File: config.mk
export PLATFORM = sky130hd
export DESIGN_NAME = pctl_port
export DESIGN_NICKNAME = d
export VERILOG_FILES = /design/src/hdl/pctl_sync.v /design/src/hdl/pctl_edge.v /design/src/hdl/pctl_port.v
export VERILOG_INCLUDE_DIRS = /design/src /design/src/hdl
export SDC_FILE = /design/constraint.sdc
export NUM_CORES = 1
export LEC_CHECK = 0
export BUFFER_PORTS_ARGS = -buffer_cell sky130_fd_sc_hd__buf_2
export CORE_MARGIN = 4
export CORE_UTILIZATION = 45
export DETAILED_ROUTE_END_ITERATION = 8
export PLACE_DENSITY = 0.67
export SYNTH_ARGS = -nofsm -noshare
export SYNTH_HDL_FRONTEND = slang
export SYNTH_SLANG_ARGS = --single-unit
File: constraint.sdc
create_clock -name clk_sys -period 2.1 [get_ports clk_sys]
set_input_delay 0.315 -clock clk_sys [delete_from_list [all_inputs] [get_ports clk_sys]]
set_output_delay 0.315 -clock clk_sys [all_outputs]
set_load 0.05 [all_outputs]
File: src/hdl/pctl_map.vh
// register offsets, field layouts and reset values of the port block
`ifndef PCTL_MAP_VH
`define PCTL_MAP_VH

// register word addresses on the plain register port
`define PCTL_ADDR_W 4
`define PCTL_OFS_DATA 4'h0
`define PCTL_OFS_DIR 4'h1
`define PCTL_OFS_OPT 4'h2
`define PCTL_OFS_SENS 4'h3
`define PCTL_OFS_ROUTE_LO 4'h4
`define PCTL_OFS_ROUTE_HI 4'h5
`define PCTL_OFS_PEND 4'h6
`define PCTL_OFS_ACK 4'h7
// upper sensitivity byte, vectors four to six
`define PCTL_OFS_SENS_HI 4'h8

// widths
`define PCTL_PINS 8
`define PCTL_VECS 7
`define PCTL_VEC_IDX_W 3

// reset values
`define PCTL_RST_BYTE 8'h00
`define PCTL_RST_ROUTE 16'h0000
`define PCTL_RST_SENS 14'h0000

// sensitivity field codes, two bits per vector
`define PCTL_SENS_FALL_LOW 2'h0
`define PCTL_SENS_RISE 2'h1
`define PCTL_SENS_FALL 2'h2
`define PCTL_SENS_BOTH 2'h3

// unassigned route code: pin feeds no vector
`define PCTL_ROUTE_NONE 2'h0

`endif

File: src/hdl/pctl_sync.v
// two-stage synchroniser for the port pin levels
`timescale 1ns/10ps
module pctl_sync (
	// clock and reset
	input wire clk_sys,
	input wire rst_n,
	// asynchronous pin levels and their synchronised copies
	input wire [7:0] pin_async,
	output reg [7:0] pin_sync
);

	reg [7:0] meta;

	// first stage is read only by the second
	always @(posedge clk_sys) begin
		if (!rst_n) begin
			meta <= 8'h00;
			pin_sync <= 8'h00;
		end else begin
			meta <= pin_async;
			pin_sync <= meta;
		end
	end

endmodule

File: src/hdl/pctl_edge.v
// per-vector edge or level request detector with pending latch
`timescale 1ns/10ps
`include "pctl_map.vh"
module pctl_edge (
	// clock and reset
	input wire clk_sys,
	input wire rst_n,
	// combined interrupt source level and its sensitivity
	input wire src_level,
	input wire [1:0] sens,
	// clear requests
	input wire flush,
	input wire ack,
	// request latch
	output reg pending
);

	reg prev;
	wire rise;
	wire fall;
	wire hit;

	// compare current sample with previous one
	assign rise = src_level & ~prev;
	assign fall = ~src_level & prev;
	assign hit = (sens == `PCTL_SENS_RISE) ? rise :
		(sens == `PCTL_SENS_FALL) ? fall :
		(sens == `PCTL_SENS_BOTH) ? (rise | fall) : ~src_level;

	// a new event wins over an acknowledge or flush in the same cycle
	always @(posedge clk_sys) begin
		if (!rst_n) begin
			prev <= 1'b1;
			pending <= 1'b0;
		end else begin
			prev <= src_level;
			if (hit)
				pending <= 1'b1;
			else if (flush || ack)
				pending <= 1'b0;
		end
	end

endmodule

File: src/hdl/pctl_port.v
// general-purpose port: latch, direction, option, pin interrupts, alternates
// What this block does
// - eight pins, each input or output alone
// - data, direction, option bit x steers pin x only
// - direction zero: input, read returns pin level
// - input mode: data write updates latch only
// - input option bit selects pull-up over floating
// - input option bit enables pin interrupt
// - per-vector edge sensitivity in own register
// - seven vectors; shared pins combined logically
// - vector fetch clears pending request
// - sensitivity change discards all pending requests
// - direction one: drive latch, read latch
// - output option: push-pull or open-drain
// - enabled peripheral output overrides direction, data
// - under peripheral output, read returns pin
// - floating input feeds peripheral alternate input
//
// The register offsets and the plain strobed port were left to the implementer.
`timescale 1ns/10ps
`include "pctl_map.vh"
module pctl_port (
	// clock and reset
	input wire clk_sys,
	input wire rst_n,
	// register port
	input wire [3:0] reg_addr,
	input wire [7:0] reg_wdata,
	input wire reg_wr,
	input wire reg_rd,
	output reg [7:0] reg_rdata,
	// processor vector fetch acknowledge
	input wire vec_fetch,
	input wire [2:0] vec_fetch_idx,
	// interrupt requests, one per vector
	output wire [6:0] ext_irq_req,
	// peripheral alternate functions
	input wire [7:0] alt_out_en,
	input wire [7:0] alt_out_val,
	output wire [7:0] alt_in,
	// pin pads, output enable low while driving
	input wire [7:0] pad_in,
	output wire [7:0] pad_out,
	output wire [7:0] pad_oe_n,
	output wire [7:0] pad_pullup
);

	reg [7:0] port_data_latch;
	reg [7:0] port_direction;
	reg [7:0] port_option;
	reg [13:0] ext_irq_sensitivity_control;
	reg [15:0] pin_vec_route;
	reg [7:0] next_rdata;
	reg [13:0] next_sens;
	wire [7:0] pin_level;
	wire [7:0] irq_en;
	wire [6:0] vec_level;
	wire [6:0] pending;
	wire sens_change;
	wire [6:0] ack_vec;
	wire [2:0] sw_ack_idx;
	wire sw_ack;
	wire [7:0] own_drive;

	// vector index for pins 0..7; two route bits pick one of three slots
	function [2:0] pctl_pin_vec;
		input [2:0] pin;
		input [1:0] route;
		begin
			if (route == `PCTL_ROUTE_NONE)
				pctl_pin_vec = 3'h7;
			else if (pin < 3'h4)
				pctl_pin_vec = {1'b0, route - 2'h1};
			else
				pctl_pin_vec = {1'b0, route - 2'h1} + 3'h3;
		end
	endfunction

	// one-hot decode of a vector index, seven wide
	function [6:0] pctl_vec_hot;
		input [2:0] idx;
		begin
			pctl_vec_hot = (idx < 3'h7) ? (7'h01 << idx) : 7'h00;
		end
	endfunction

	// pins pass two flip-flops before any logic sees them
	pctl_sync u_sync (
		.clk_sys(clk_sys),
		.rst_n(rst_n),
		.pin_async(pad_in),
		.pin_sync(pin_level)
	);

	// sensitivity next value, used to spot a change on write
	always @* begin
		next_sens = ext_irq_sensitivity_control;
		if (reg_wr && reg_addr == `PCTL_OFS_SENS)
			next_sens = {ext_irq_sensitivity_control[13:8], reg_wdata};
		else if (reg_wr && reg_addr == `PCTL_OFS_SENS_HI)
			next_sens = {reg_wdata[5:0], ext_irq_sensitivity_control[7:0]};
	end

	assign sens_change = (next_sens != ext_irq_sensitivity_control);

	// register writes; reset leaves every pin a floating input
	always @(posedge clk_sys) begin
		if (!rst_n) begin
			port_data_latch <= `PCTL_RST_BYTE;
			port_direction <= `PCTL_RST_BYTE;
			port_option <= `PCTL_RST_BYTE;
			ext_irq_sensitivity_control <= `PCTL_RST_SENS;
			pin_vec_route <= `PCTL_RST_ROUTE;
		end else begin
			ext_irq_sensitivity_control <= next_sens;
			if (reg_wr) begin
				case (reg_addr)
					`PCTL_OFS_DATA: port_data_latch <= reg_wdata;
					`PCTL_OFS_DIR: port_direction <= reg_wdata;
					`PCTL_OFS_OPT: port_option <= reg_wdata;
					`PCTL_OFS_ROUTE_LO: pin_vec_route[7:0] <= reg_wdata;
					`PCTL_OFS_ROUTE_HI: pin_vec_route[15:8] <= reg_wdata;
					default: ;
				endcase
			end
		end
	end

	// pin drivers: peripheral first, then the port's own setting
	genvar g;
	generate
		for (g = 0; g < `PCTL_PINS; g = g + 1) begin : g_pin
			// bit g of the data, direction and option registers steers pin g only
			assign own_drive[g] = port_direction[g] &
				(~port_option[g] | ~port_data_latch[g]);
			assign pad_out[g] = alt_out_en[g] ? alt_out_val[g] : port_data_latch[g];
			assign pad_oe_n[g] = ~(alt_out_en[g] | own_drive[g]);
			// pull-up only on an input with option set
			assign pad_pullup[g] = ~port_direction[g] & ~alt_out_en[g] & port_option[g];
			// interrupt only on an input with option set
			assign irq_en[g] = ~port_direction[g] & ~alt_out_en[g] & port_option[g];
		end
	endgenerate

	// the alternate input sees the synchronised pin level
	assign alt_in = pin_level;

	// combine enabled pins per vector with an and, so a low pin masks others
	genvar v;
	generate
		for (v = 0; v < `PCTL_VECS; v = v + 1) begin : g_vec
			wire [7:0] member;
			genvar p;
			for (p = 0; p < `PCTL_PINS; p = p + 1) begin : g_mem
				assign member[p] = irq_en[p] &
					(pctl_pin_vec(p, pin_vec_route[2*p +: 2]) == v);
			end
			// no member: idle high, never a request
			assign vec_level[v] = &(pin_level | ~member);
			pctl_edge u_edge (
				.clk_sys(clk_sys),
				.rst_n(rst_n),
				.src_level(vec_level[v]),
				.sens(ext_irq_sensitivity_control[2*v +: 2]),
				.flush(sens_change),
				.ack(ack_vec[v]),
				.pending(pending[v])
			);
		end
	endgenerate

	// fetch or a software acknowledge clears its latch
	assign sw_ack = reg_wr && (reg_addr == `PCTL_OFS_ACK);
	assign sw_ack_idx = reg_wdata[2:0];
	assign ack_vec = (vec_fetch ? pctl_vec_hot(vec_fetch_idx) : 7'h00) |
		(sw_ack ? pctl_vec_hot(sw_ack_idx) : 7'h00);
	assign ext_irq_req = pending;

	// read mux: pin level on inputs and under peripherals, latch on outputs
	always @* begin
		next_rdata = 8'h00;
		case (reg_addr)
			`PCTL_OFS_DATA: next_rdata = ((port_direction & ~alt_out_en) & port_data_latch) |
				(~(port_direction & ~alt_out_en) & pin_level);
			`PCTL_OFS_DIR: next_rdata = port_direction;
			`PCTL_OFS_OPT: next_rdata = port_option;
			`PCTL_OFS_SENS: next_rdata = ext_irq_sensitivity_control[7:0];
			`PCTL_OFS_ROUTE_LO: next_rdata = pin_vec_route[7:0];
			`PCTL_OFS_ROUTE_HI: next_rdata = pin_vec_route[15:8];
			`PCTL_OFS_PEND: next_rdata = {1'b0, pending};
			`PCTL_OFS_SENS_HI: next_rdata = {2'h0, ext_irq_sensitivity_control[13:8]};
			default: next_rdata = 8'h00;
		endcase
	end

	// read data stand one cycle after the strobe, zero otherwise
	always @(posedge clk_sys) begin
		if (!rst_n)
			reg_rdata <= 8'h00;
		else if (reg_rd)
			reg_rdata <= next_rdata;
		else
			reg_rdata <= 8'h00;
	end

endmodule

==> Yosys cells after proc, flatten, opt, wreduce, memory -nomap -nowiden <==
Index checks and enable logic that the tools add are counted.
{ "totals": {"reg_bits": 92, "in_bits": 44, "out_inout_bits": 47, "word_cells": 414} }
{ "op_classes": {"addsub": 12, "n_lt_le_gt_ge": 2, "eq_ne": 78, "shifts": 2, "mux": 58, "n_bitwise": 192, "n_reduce_logical": 47} }
{ "op_table": {"columns": ["operator", "n"], "rows": [
  ["1-bit AND", 94],
  ["3-bit equality test (second input constant)", 24],
  ["8-bit NOT", 9],
  ["8-bit OR", 8],
  ["8-bit case mux with 8 select lines", 1],
  ["8-bit AND reduction", 7],
  ["1-bit NOT", 54],
  ["3-bit by 2-bit equality test with 1-bit output (second input constant)", 16],
  ["1-bit two-way mux", 43],
  ["2-bit equality test (second input constant)", 14],
  ["14-bit two-way mux", 2],
  ["7-bit two-way mux", 4],
  ["8-bit AND", 3],
  ["3-bit by 1-bit equality test with 1-bit output (second input constant)", 8],
  ["3-bit zero test", 8],
  ["3-bit two-way mux", 8],
  ["1-bit OR", 23],
  ["4-bit by 3-bit equality test with 1-bit output (second input constant)", 4],
  ["2-bit zero test", 8],
  ["2-bit by 1-bit subtractor with 2-bit output (second input constant)", 8],
  ["2-bit by 1-bit equality test with 1-bit output (second input constant)", 7],
  ["14-bit inequality test", 1],
  ["2-bit nonzero test", 7],
  ["1-bit by 3-bit << shifter with 7-bit output (first input constant)", 2],
  ["other kinds (10)", 28]
]} }

==> Longest topological paths before layout <==
Gate-level depths: netlist of run 1.
{ "logic_depth": {"word_depth": 15, "mapped_depth": 10, "depth_no_buf": 10} }

==> Hierarchy <==
Synthesis of run 1 repeated with hierarchy kept, for this count alone.
{ "unflattened": {"cells_unflattened": 584, "hier_area_um2": 5103.6} }
{ "by_module_without_submodules": {"columns": ["module", "n_inst", "cells_each", "area_per_inst_um2", "seq_area_each_um2"], "rows": [
  ["pctl_port", 1, 446, 3746.1, 1241.2],
  ["pctl_edge", 7, 15, 130.1, 40.0],
  ["pctl_sync", 1, 33, 446.7, 320.3]
]} }

==> Least setup slack after synthesis of run 1 <==
No wires, ideal clock.
{ "synth_path": {"path_type": "register to register", "from": "register port_option[7]", "to": "register g_vec[4].u_edge.pending", "setup_time_ns": 0.070, "arrival_time_ns": 2.820, "required_time_ns": 2.030, "path_slack_ns": -0.790, "stages_incl_launch_ff": 11, "path_buffers": 0, "period_less_slack_ns": 2.890, "path_cell_list": "dfxtp_1 -> nor3b_1 -> a22oi_1 -> o211ai_2 -> inv_1 -> ha_1 -> nand2_1 -> o21ai_0 -> a21oi_1 -> o311ai_0 -> o21ai_1"} }
{ "synth_via": {"elab_chain_len": 12, "elab_cells_between_ends": 14, "cone_classes": "mux: 4; bitwise: 8; reduce/logical: 2"} }
{ "synth_lines": {"columns": ["element", "line_no", "text"], "rows": [
  ["start: declaration", "pctl_port.v:50", "reg [7:0] port_option;"],
  ["start signal: assignment", "pctl_port.v:111", "port_option <= `PCTL_RST_BYTE;"],
  ["start signal: assignment", "pctl_port.v:120", "`PCTL_OFS_OPT: port_option <= reg_wdata;"],
  ["1-bit AND *", null, null],
  ["net pad_pullup[7]", "pctl_port.v:45", "output wire [7:0] pad_pullup"],
  ["1-bit AND *", "pctl_port.v:155", "assign member[p] = irq_en[p] &"],
  ["8-bit NOT *", "pctl_port.v:159", "assign vec_level[v] = &(pin_level | ~member);"],
  ["8-bit OR *", "pctl_port.v:159", null],
  ["8-bit AND reduction *", "pctl_port.v:159", null],
  ["net g_vec[4].u_edge.src_level", "pctl_edge.v:9", "input wire src_level,"],
  ["1-bit NOT", "pctl_edge.v:25, pctl_edge.v:28", null],
  ["1-bit AND", "pctl_edge.v:25", "assign fall = ~src_level & prev;"],
  ["1-bit OR", "pctl_edge.v:28", "(sens == `PCTL_SENS_BOTH) ? (rise | fall) : ~src_level;"],
  ["1-bit two-way mux", "pctl_edge.v:28", null],
  ["1-bit two-way mux", "pctl_edge.v:27", "(sens == `PCTL_SENS_FALL) ? fall :"],
  ["1-bit two-way mux *", "pctl_edge.v:26", "assign hit = (sens == `PCTL_SENS_RISE) ? rise :"],
  ["1-bit two-way mux / 2-bit nonzero test (equally long branches)", null, null],
  ["end signal: assignment", "pctl_edge.v:34", "pending <= 1'b0;"],
  ["end signal: assignment", "pctl_edge.v:38", "pending <= 1'b1;"],
  ["end signal: assignment", "pctl_edge.v:40", "pending <= 1'b0;"],
  ["end: declaration", "pctl_edge.v:15", "output reg pending"]
]} }
The timed path passes the listed nets; every way through them passes the cells marked *.
A chain may end at the register's enable or synchronous reset.

==> Worst setup path after layout of run 1 <==
{ "layout_path": {"from": "register port_direction[2]", "to": "register g_vec[1].u_edge.pending"} }
{ "layout_via": {"elab_chain_len": 14, "elab_cells_between_ends": 16, "cone_classes": "mux: 4; bitwise: 10; reduce/logical: 2"} }
{ "layout_lines": {"columns": ["element", "line_no", "text"], "rows": [
  ["start: declaration", "pctl_port.v:49", "reg [7:0] port_direction;"],
  ["start signal: assignment", "pctl_port.v:110", "port_direction <= `PCTL_RST_BYTE;"],
  ["start signal: assignment", "pctl_port.v:119", "`PCTL_OFS_DIR: port_direction <= reg_wdata;"],
  ["1-bit NOT *", "pctl_port.v:141", "assign irq_en[g] = ~port_direction[g] & ~alt_out_en[g] & port_option[g];"],
  ["1-bit AND * (2 in series)", "pctl_port.v:141", null],
  ["1-bit AND *", "pctl_port.v:155", null],
  ["8-bit NOT *", "pctl_port.v:159", null],
  ["8-bit OR *", "pctl_port.v:159", null],
  ["8-bit AND reduction *", "pctl_port.v:159", null],
  ["net g_vec[1].u_edge.src_level", "pctl_edge.v:9", null],
  ["1-bit NOT", "pctl_edge.v:25, pctl_edge.v:28", null],
  ["1-bit AND", "pctl_edge.v:25", null],
  ["1-bit OR", "pctl_edge.v:28", null],
  ["1-bit two-way mux", "pctl_edge.v:28", null],
  ["1-bit two-way mux", "pctl_edge.v:27", null],
  ["1-bit two-way mux *", "pctl_edge.v:26", null],
  ["1-bit two-way mux / 2-bit nonzero test (equally long branches)", null, null],
  ["end signal: assignment", "pctl_edge.v:34", null],
  ["end signal: assignment", "pctl_edge.v:38", null],
  ["end signal: assignment", "pctl_edge.v:40", null],
  ["end: declaration", "pctl_edge.v:15", null]
]} }
Marked as above.

==> results.yml, run 1 <==
yosys:
  ys_seq_area_frac: 0.352
  syn_inst: 588
  synth.most_common_cell: "dfxtp_1"
  netlist.area_leader.share: 0.352
  synth_common_cells: "92 x dfxtp_1, 53 x nand2_1, 47 x mux2i_1"
  synth_cell_types: 61
  synth_top_cell_by_area: "dfxtp_1"
  synth-seq-cells: 92
  synth_edf_count: 0
  synth_flop_cell: "dfxtp_1"
  synthArstFlopShare: 0
  avgSynthCellArea_um2: 8.89
  netlist_area_um2: 5230
  synth.area.top_cells: "dfxtp_1 35%, mux2i_1 9.0%, nor2b_1 4.7%, nand2_1 3.8%, a21boi_0 3.4%"
  yosysWarningCount: 0
timing:
  tightest_slew_ns: 0.809
  hold_viol: 0
  finalWorstSetupSlack_ns: 0.126
  clock.fmax_mhz: 507
  rsz0062_at_grt: "yes"
  final_max_slew_viol_count: 0
  finalHoldWorstSlack_ns: 0.167
  final.setup_skew_ns: 0.00990
  period_share: 0.940
  finalSetupViolCount: 0
  slew_headroom: 0.460
  finalCriticalPeriod_ns: 1.97
route:
  route.detailed.drc: 0
  first_pass_iters: 5
  detail-route-antenna-nets: 0
  vias_per_cell: 5.72
  wl_per_cell_um: 18.3
  drt_iter0_markers: 420
  dr_total_vias: 4866
  drt_wl_total_mm: 15.5
die:
  core-area_um2: 11400
  die_h_um: 116
  ioPinCount: 91
  initial_core_util: 0.460
  rows: 39
  fp.dieW_um: 116
  dieArea_um2: 13400
global_routing:
  track_usage: 0.236
  grt_pass1_wl_mm: 24.4
  grt_pass1_vias: 4701
  grt_max_degree: 55
  antenna_found_initial: 0
  grt-ovfl-total: 0
placed_design:
  port_buffers: 90
  gp_congestion: 0.959
  dpl.hpwl_mm: 11.6
  dp_worst_setup_slack_ns: -0.190
power_and_ir_drop:
  p_per_area_nw_per_um2: 604
  peakVddDrop_v: 0.000460
  p_leak_nw: 2.78
  combPwrFrac: 0.134
  power_frac_clock: 0.399
  power_frac_seq: 0.467
  p_sw_frac: 0.277
  p_sw_w: 0.00107
  intPower_w: 0.00280
finish:
  drive_above_1_share: 0.278
  multi_input_area_um2: 3180
  fin_nets: 761
  fill_cells: 1013
  seqCellArea_um2: 1840
  antenna_cells: 0
  area_delta_synth_final_pct: 22.7
setup_path:
  worstPathMaxFanout: 3
  critPathLaunchType: "flop"
  crit_arrival_ns: 2.26
  critPathRequiredTime_ns: 2.39
  critPathCaptureType: "flop"
  reg2reg_setup_slack_ns: 0.13
  path_class: "flop to flop"
clocking:
  hold_buffers: 0
  root_buffer: "clkbuf_16"
  clk_pin_slew_ns: 0.06
  clock-sinks: 92
  cts_tree: "yes"
  clk_latency_ns: 0.36
  numCtsBuffers: 9
  cts.htree.levels: 3
  clockBufferDepth: 2
outcome:
  outcome: "finished clean"
job:
  cap_violations: 0
min_path:
  worstHoldPathType: "primary input to flop"
[layer usage]
layer	part of all wire	GRT usage
met1	0.41	0.308
met2	0.46	0.368
met3	0.088	0.0569
met5	0	0
met4	0.038	0.111
[sequential cells by signal, summed over array words and instances (netlist names)]
| signal | count |
|---|---|
| u_sync.meta | 8 |
| port_direction | 8 |
| ext_irq_sensitivity_control | 14 |
| port_option | 8 |
| g_vec.u_edge.pending | 7 |
| u_sync.pin_sync | 8 |
| reg_rdata | 8 |
| g_vec.u_edge.prev | 7 |
| pin_vec_route | 16 |
| port_data_latch | 8 |
[worst max-delay path, stage by stage, from the launching register on]
cell,delay (ns)
dfxtp_2,0.33
nor4b_2,0.31
buf_4,0.18
a32oi_1,0.13
o211ai_2,0.12
inv_1,0.07
ha_1,0.26
inv_1,0.05
mux2i_1,0.06
a21oi_1,0.18
o311ai_2,0.15
o21ai_1,0.09
[worst paths after layout]
kind / start / end / cells after the start
hold / removal: pad_in[2] / u_sync.meta[2] / 2
setup reg to reg: port_direction[2] / g_vec[1].u_edge.pending / 11
hold reg to reg: u_sync.meta[5] / u_sync.pin_sync[5] / 1
setup / recovery: port_direction[2] / g_vec[1].u_edge.pending / 11
[timing repair]
item | in CTS | in global routing
endpoints found under the setup margin | 3 | 6
pin swaps | 0 | 11
resized for setup | 3 | 16
setup buffers | 0 | 1
[placed cells by master (no fill, tap or decap), types with 4 or more instances in the layout]
| cell type | count |
|---|---|
| inv_1 | 22 |
| o21ai_0 | 19 |
| nand2_1 | 53 |
| buf_4 | 50 |
| o21ai_1 | 7 |
| dfxtp_1 | 90 |
| a21oi_1 | 23 |
| nor2b_1 | 39 |
| and2_1 | 16 |
| xnor2_1 | 12 |
| nor3b_1 | 14 |
| buf_2 | 90 |
| nand3b_1 | 12 |
| a22oi_1 | 9 |
| nand3_1 | 30 |
| a22o_1 | 5 |
| nand4_1 | 7 |
| nor3_1 | 5 |
| mux2_2 | 9 |
| nor2_1 | 10 |
| a21boi_0 | 24 |
| ha_1 | 14 |
| nor4b_2 | 6 |
| mux2i_1 | 47 |
| clkbuf_16 | 9 |
| o211ai_2 | 4 |
| nand2b_1 | 11 |
| o221ai_1 | 4 |
[through the flow]
step	TNS, ns	total power [W]	area, um^2	instances	utilization
after floorplan	0	0.00218	5240	589	-
after global placement	-0.262	0.00235	6040	834	0.531
after detailed placement	-0.542	0.00235	6040	834	0.531
after CTS	0	0.00389	6340	850	0.558
after global routing	-0.0891	0.00401	6410	851	0.564
final	0	0.00387	6410	851	0.564
[power groups by stage]
stage | Combinational (W) | Sequential, W | Clock [W]
after global placement | 0.000501 | 0.00184 | 0
after global routing | 0.000553 | 0.00181 | 0.00165
after CTS | 0.000512 | 0.00181 | 0.00157
after floorplan | 0.000317 | 0.00186 | 0
final | 0.000519 | 0.00181 | 0.00155
after detailed placement | 0.000509 | 0.00185 | 0
[layout make-up]
class | instances | area share
clock buffer | 11 | 0.0379
clock inverter | 5 | 0.00566
inverter | 23 | 0.0137
multi-input combinational | 436 | 0.495
sequential | 92 | 0.288
tap | 143 | 0.0279
timing repair buffer | 141 | 0.132
[logic make-up (layout without fill, tap and decap cells)]
logic type | Yosys count | in the layout | synth area share
other | 2 | 3 | 0.00144
flip-flops | 92 | 92 | 0.352
XOR/XNOR | 14 | 14 | 0.0235
multiplexers | 57 | 57 | 0.112
buffers and inverters | 61 | 180 | 0.0584
adder cells (fa/ha/maj) | 14 | 14 | 0.0335
AND/OR/NAND/NOR | 228 | 228 | 0.261
AO/OA/AOI/OAI | 120 | 120 | 0.158
No activity file was read; power rests on OpenSTA's default activity.
==> run 2, diff against run 1 <==
CORE_UTILIZATION = 51   (was 45)
PLACE_DENSITY = 0.75   (was 0.67)
==> results.yml, run 2 (same netlist as run 1, synthesis figures left out) <==
outcome:
  outcome: "finished clean"
setup_path:
  critPathLaunchType: "flop"
  rr_endpoint: "g_vec[5].u_edge.pending"
  path_class: "flop to flop"
  critPathLaunch: "port_direction[5]"
  critPathCaptureType: "flop"
  ff2ff_path_depth: 11
  r2r-start: "port_direction[5]"
  crit_arrival_ns: 2.30
  critPathCapture: "g_vec[5].u_edge.pending"
  critPathRequiredTime_ns: 2.40
  reg2reg_setup_slack_ns: 0.1
  worstPathMaxFanout: 3
clocking:
  clk_latency_ns: 0.38
  root_buffer: "clkbuf_8"
  postCtsSetupRepairBufs: 0
  clock-sinks: 92
  cts_tree: "yes"
  clk_pin_slew_ns: 0.09
  numCtsBuffers: 9
  clockBufferDepth: 2
  cts.htree.levels: 3
finish:
  fin_nets: 763
  area_delta_synth_final_pct: 20.9
  mostFrequentLayoutCells: "90 x dfxtp_1, 90 x buf_2, 53 x nand2_1, 52 x buf_4, 47 x mux2i_1"
  top_register: "pin_vec_route"
  largest_reg_flops: 16
  antenna_cells: 0
  fin_util: 0.641
  reg_top3: "pin_vec_route (16), ext_irq_sensitivity_control (14)"
  drive_above_1_share: 0.278
timing:
  finalWorstSetupSlack_ns: 0.0982
  finalSetupViolCount: 0
  slew_headroom: 0.484
  clock.fmax_mhz: 500
  tightest_slew_ns: 0.773
  final.setup.tns_ns: 0
  period_share: 0.953
  finalCriticalPeriod_ns: 2.00
  final_max_slew_viol_count: 0
  hold_viol: 0
  final.setup_skew_ns: 0.00992
global_routing:
  antenna_found_initial: 0
  grt_pass1_vias: 4688
  grt_max_degree: 40
  grt-ovfl-total: 0
  grt_pass1_wl_mm: 24.5
  track_usage: 0.269
min_path:
  hp-start: "pad_in[0]"
  worstHoldPathType: "primary input to flop"
placed_design:
  dpl.hpwl_mm: 11.7
  dp_worst_setup_slack_ns: -0.171
  gp_congestion: 0.962
  port_buffers: 90
route:
  route.detailed.drc: 0
  detail-route-antenna-nets: 0
  first_pass_iters: 6
  dr_total_vias: 4936
  drt_iter0_markers: 423
  vias_per_cell: 5.86
  wl_per_cell_um: 18.7
  drt_wl_total_mm: 15.8
die:
  rows: 36
  dieArea_um2: 11900
  core-area_um2: 9860
  ioPinCount: 91
  initial_core_util: 0.530
  fp.dieW_um: 109
  die_h_um: 109
job:
  cap_violations: 0
power_and_ir_drop:
  p_leak_nw: 2.75
  p_total_w: 0.00352
  peakVddDrop_v: 0.000426
  p_per_area_nw_per_um2: 557
==> run 2: changes by cell type in the layout (fill, tap and decap cells not counted) <==
cell       delta
clkinv_2      -2
a21oi_1       +1
clkbuf_1      -1
o21ai_0       +2
a21oi_2       -1
o311ai_1      +1
o21ai_1       -2
clkbuf_8     +12
buf_4         +2
inv_6         -1
o311ai_2      -1
clkbuf_16     -9
==> run 2: worst min-delay path by stage <==
| stage | end | slack [ns] | depth (start not counted) |
|---|---|---|---|
| 3_3_place_gp | u_sync.pin_sync[3] | 0.41 | 1 |
| 2_1_floorplan | u_sync.pin_sync[0] | 0.41 | 1 |
| 4_1_cts | u_sync.meta[0] | 0.13 | 2 |
| 3_5_place_dp | u_sync.pin_sync[4] | 0.42 | 1 |
| 5_1_grt | u_sync.meta[7] | 0.14 | 2 |
| 6_report | u_sync.meta[0] | 0.14 | 2 |
==> run 2: final cells by class <==
type,count,area (um^2)
Clock inverter,2,17.5
Timing Repair Buffer,143,861
Sequential cell,92,1840
Fill cell,863,3540
Clock buffer,13,179
Multi-Input combinational cell,436,3160
Inverter,23,87.6
Tap cell,133,166
==> run 2: critical path: stages (launching register included) <==
cell and delay [ns]:
dfxtp_1 0.33, nor4b_2 0.27, buf_4 0.17, nand3_1 0.07, nand4_1 0.16, inv_1 0.06, ha_1 0.28, inv_1 0.06
mux2i_1 0.06, a21oi_1 0.20, o311ai_2 0.16, o31ai_1 0.09
==> run 2: metal layers <==
layer	routed length, um	up-vias	track usage
met1	6750	2366	0.361
met5	0	-	0
met3	1120	47	0.0562
met2	7440	212	0.426
li1	-	2311	-
met4	466	0	0.102
==> run 2: report_power, final <==
part / switching, W / total, W / internal (W)
registers: 0.0000323 / 0.00181 / 0.00178
clock network: 0.000628 / 0.00119 / 0.000558
logic: 0.000338 / 0.000525 / 0.000187
total: 0.000998 / 0.00352 / 0.00252
==> run 2: metrics by stage <==
step / cells / hold slack [ns] / area [um^2]
after floorplan: 589 / 0.412 / 5240
after global placement: 827 / 0.414 / 6050
after detailed placement: 827 / 0.418 / 6050
after CTS: 842 / 0.126 / 6270
after global routing: 842 / 0.137 / 6320
final: 842 / 0.136 / 6320
==> run 2: what timing repair did <==
item	4_1_cts	5_1_grt
resized for setup	4	11
hold buffers	0	0
endpoints found under the setup margin	3	6
pin swaps	0	5
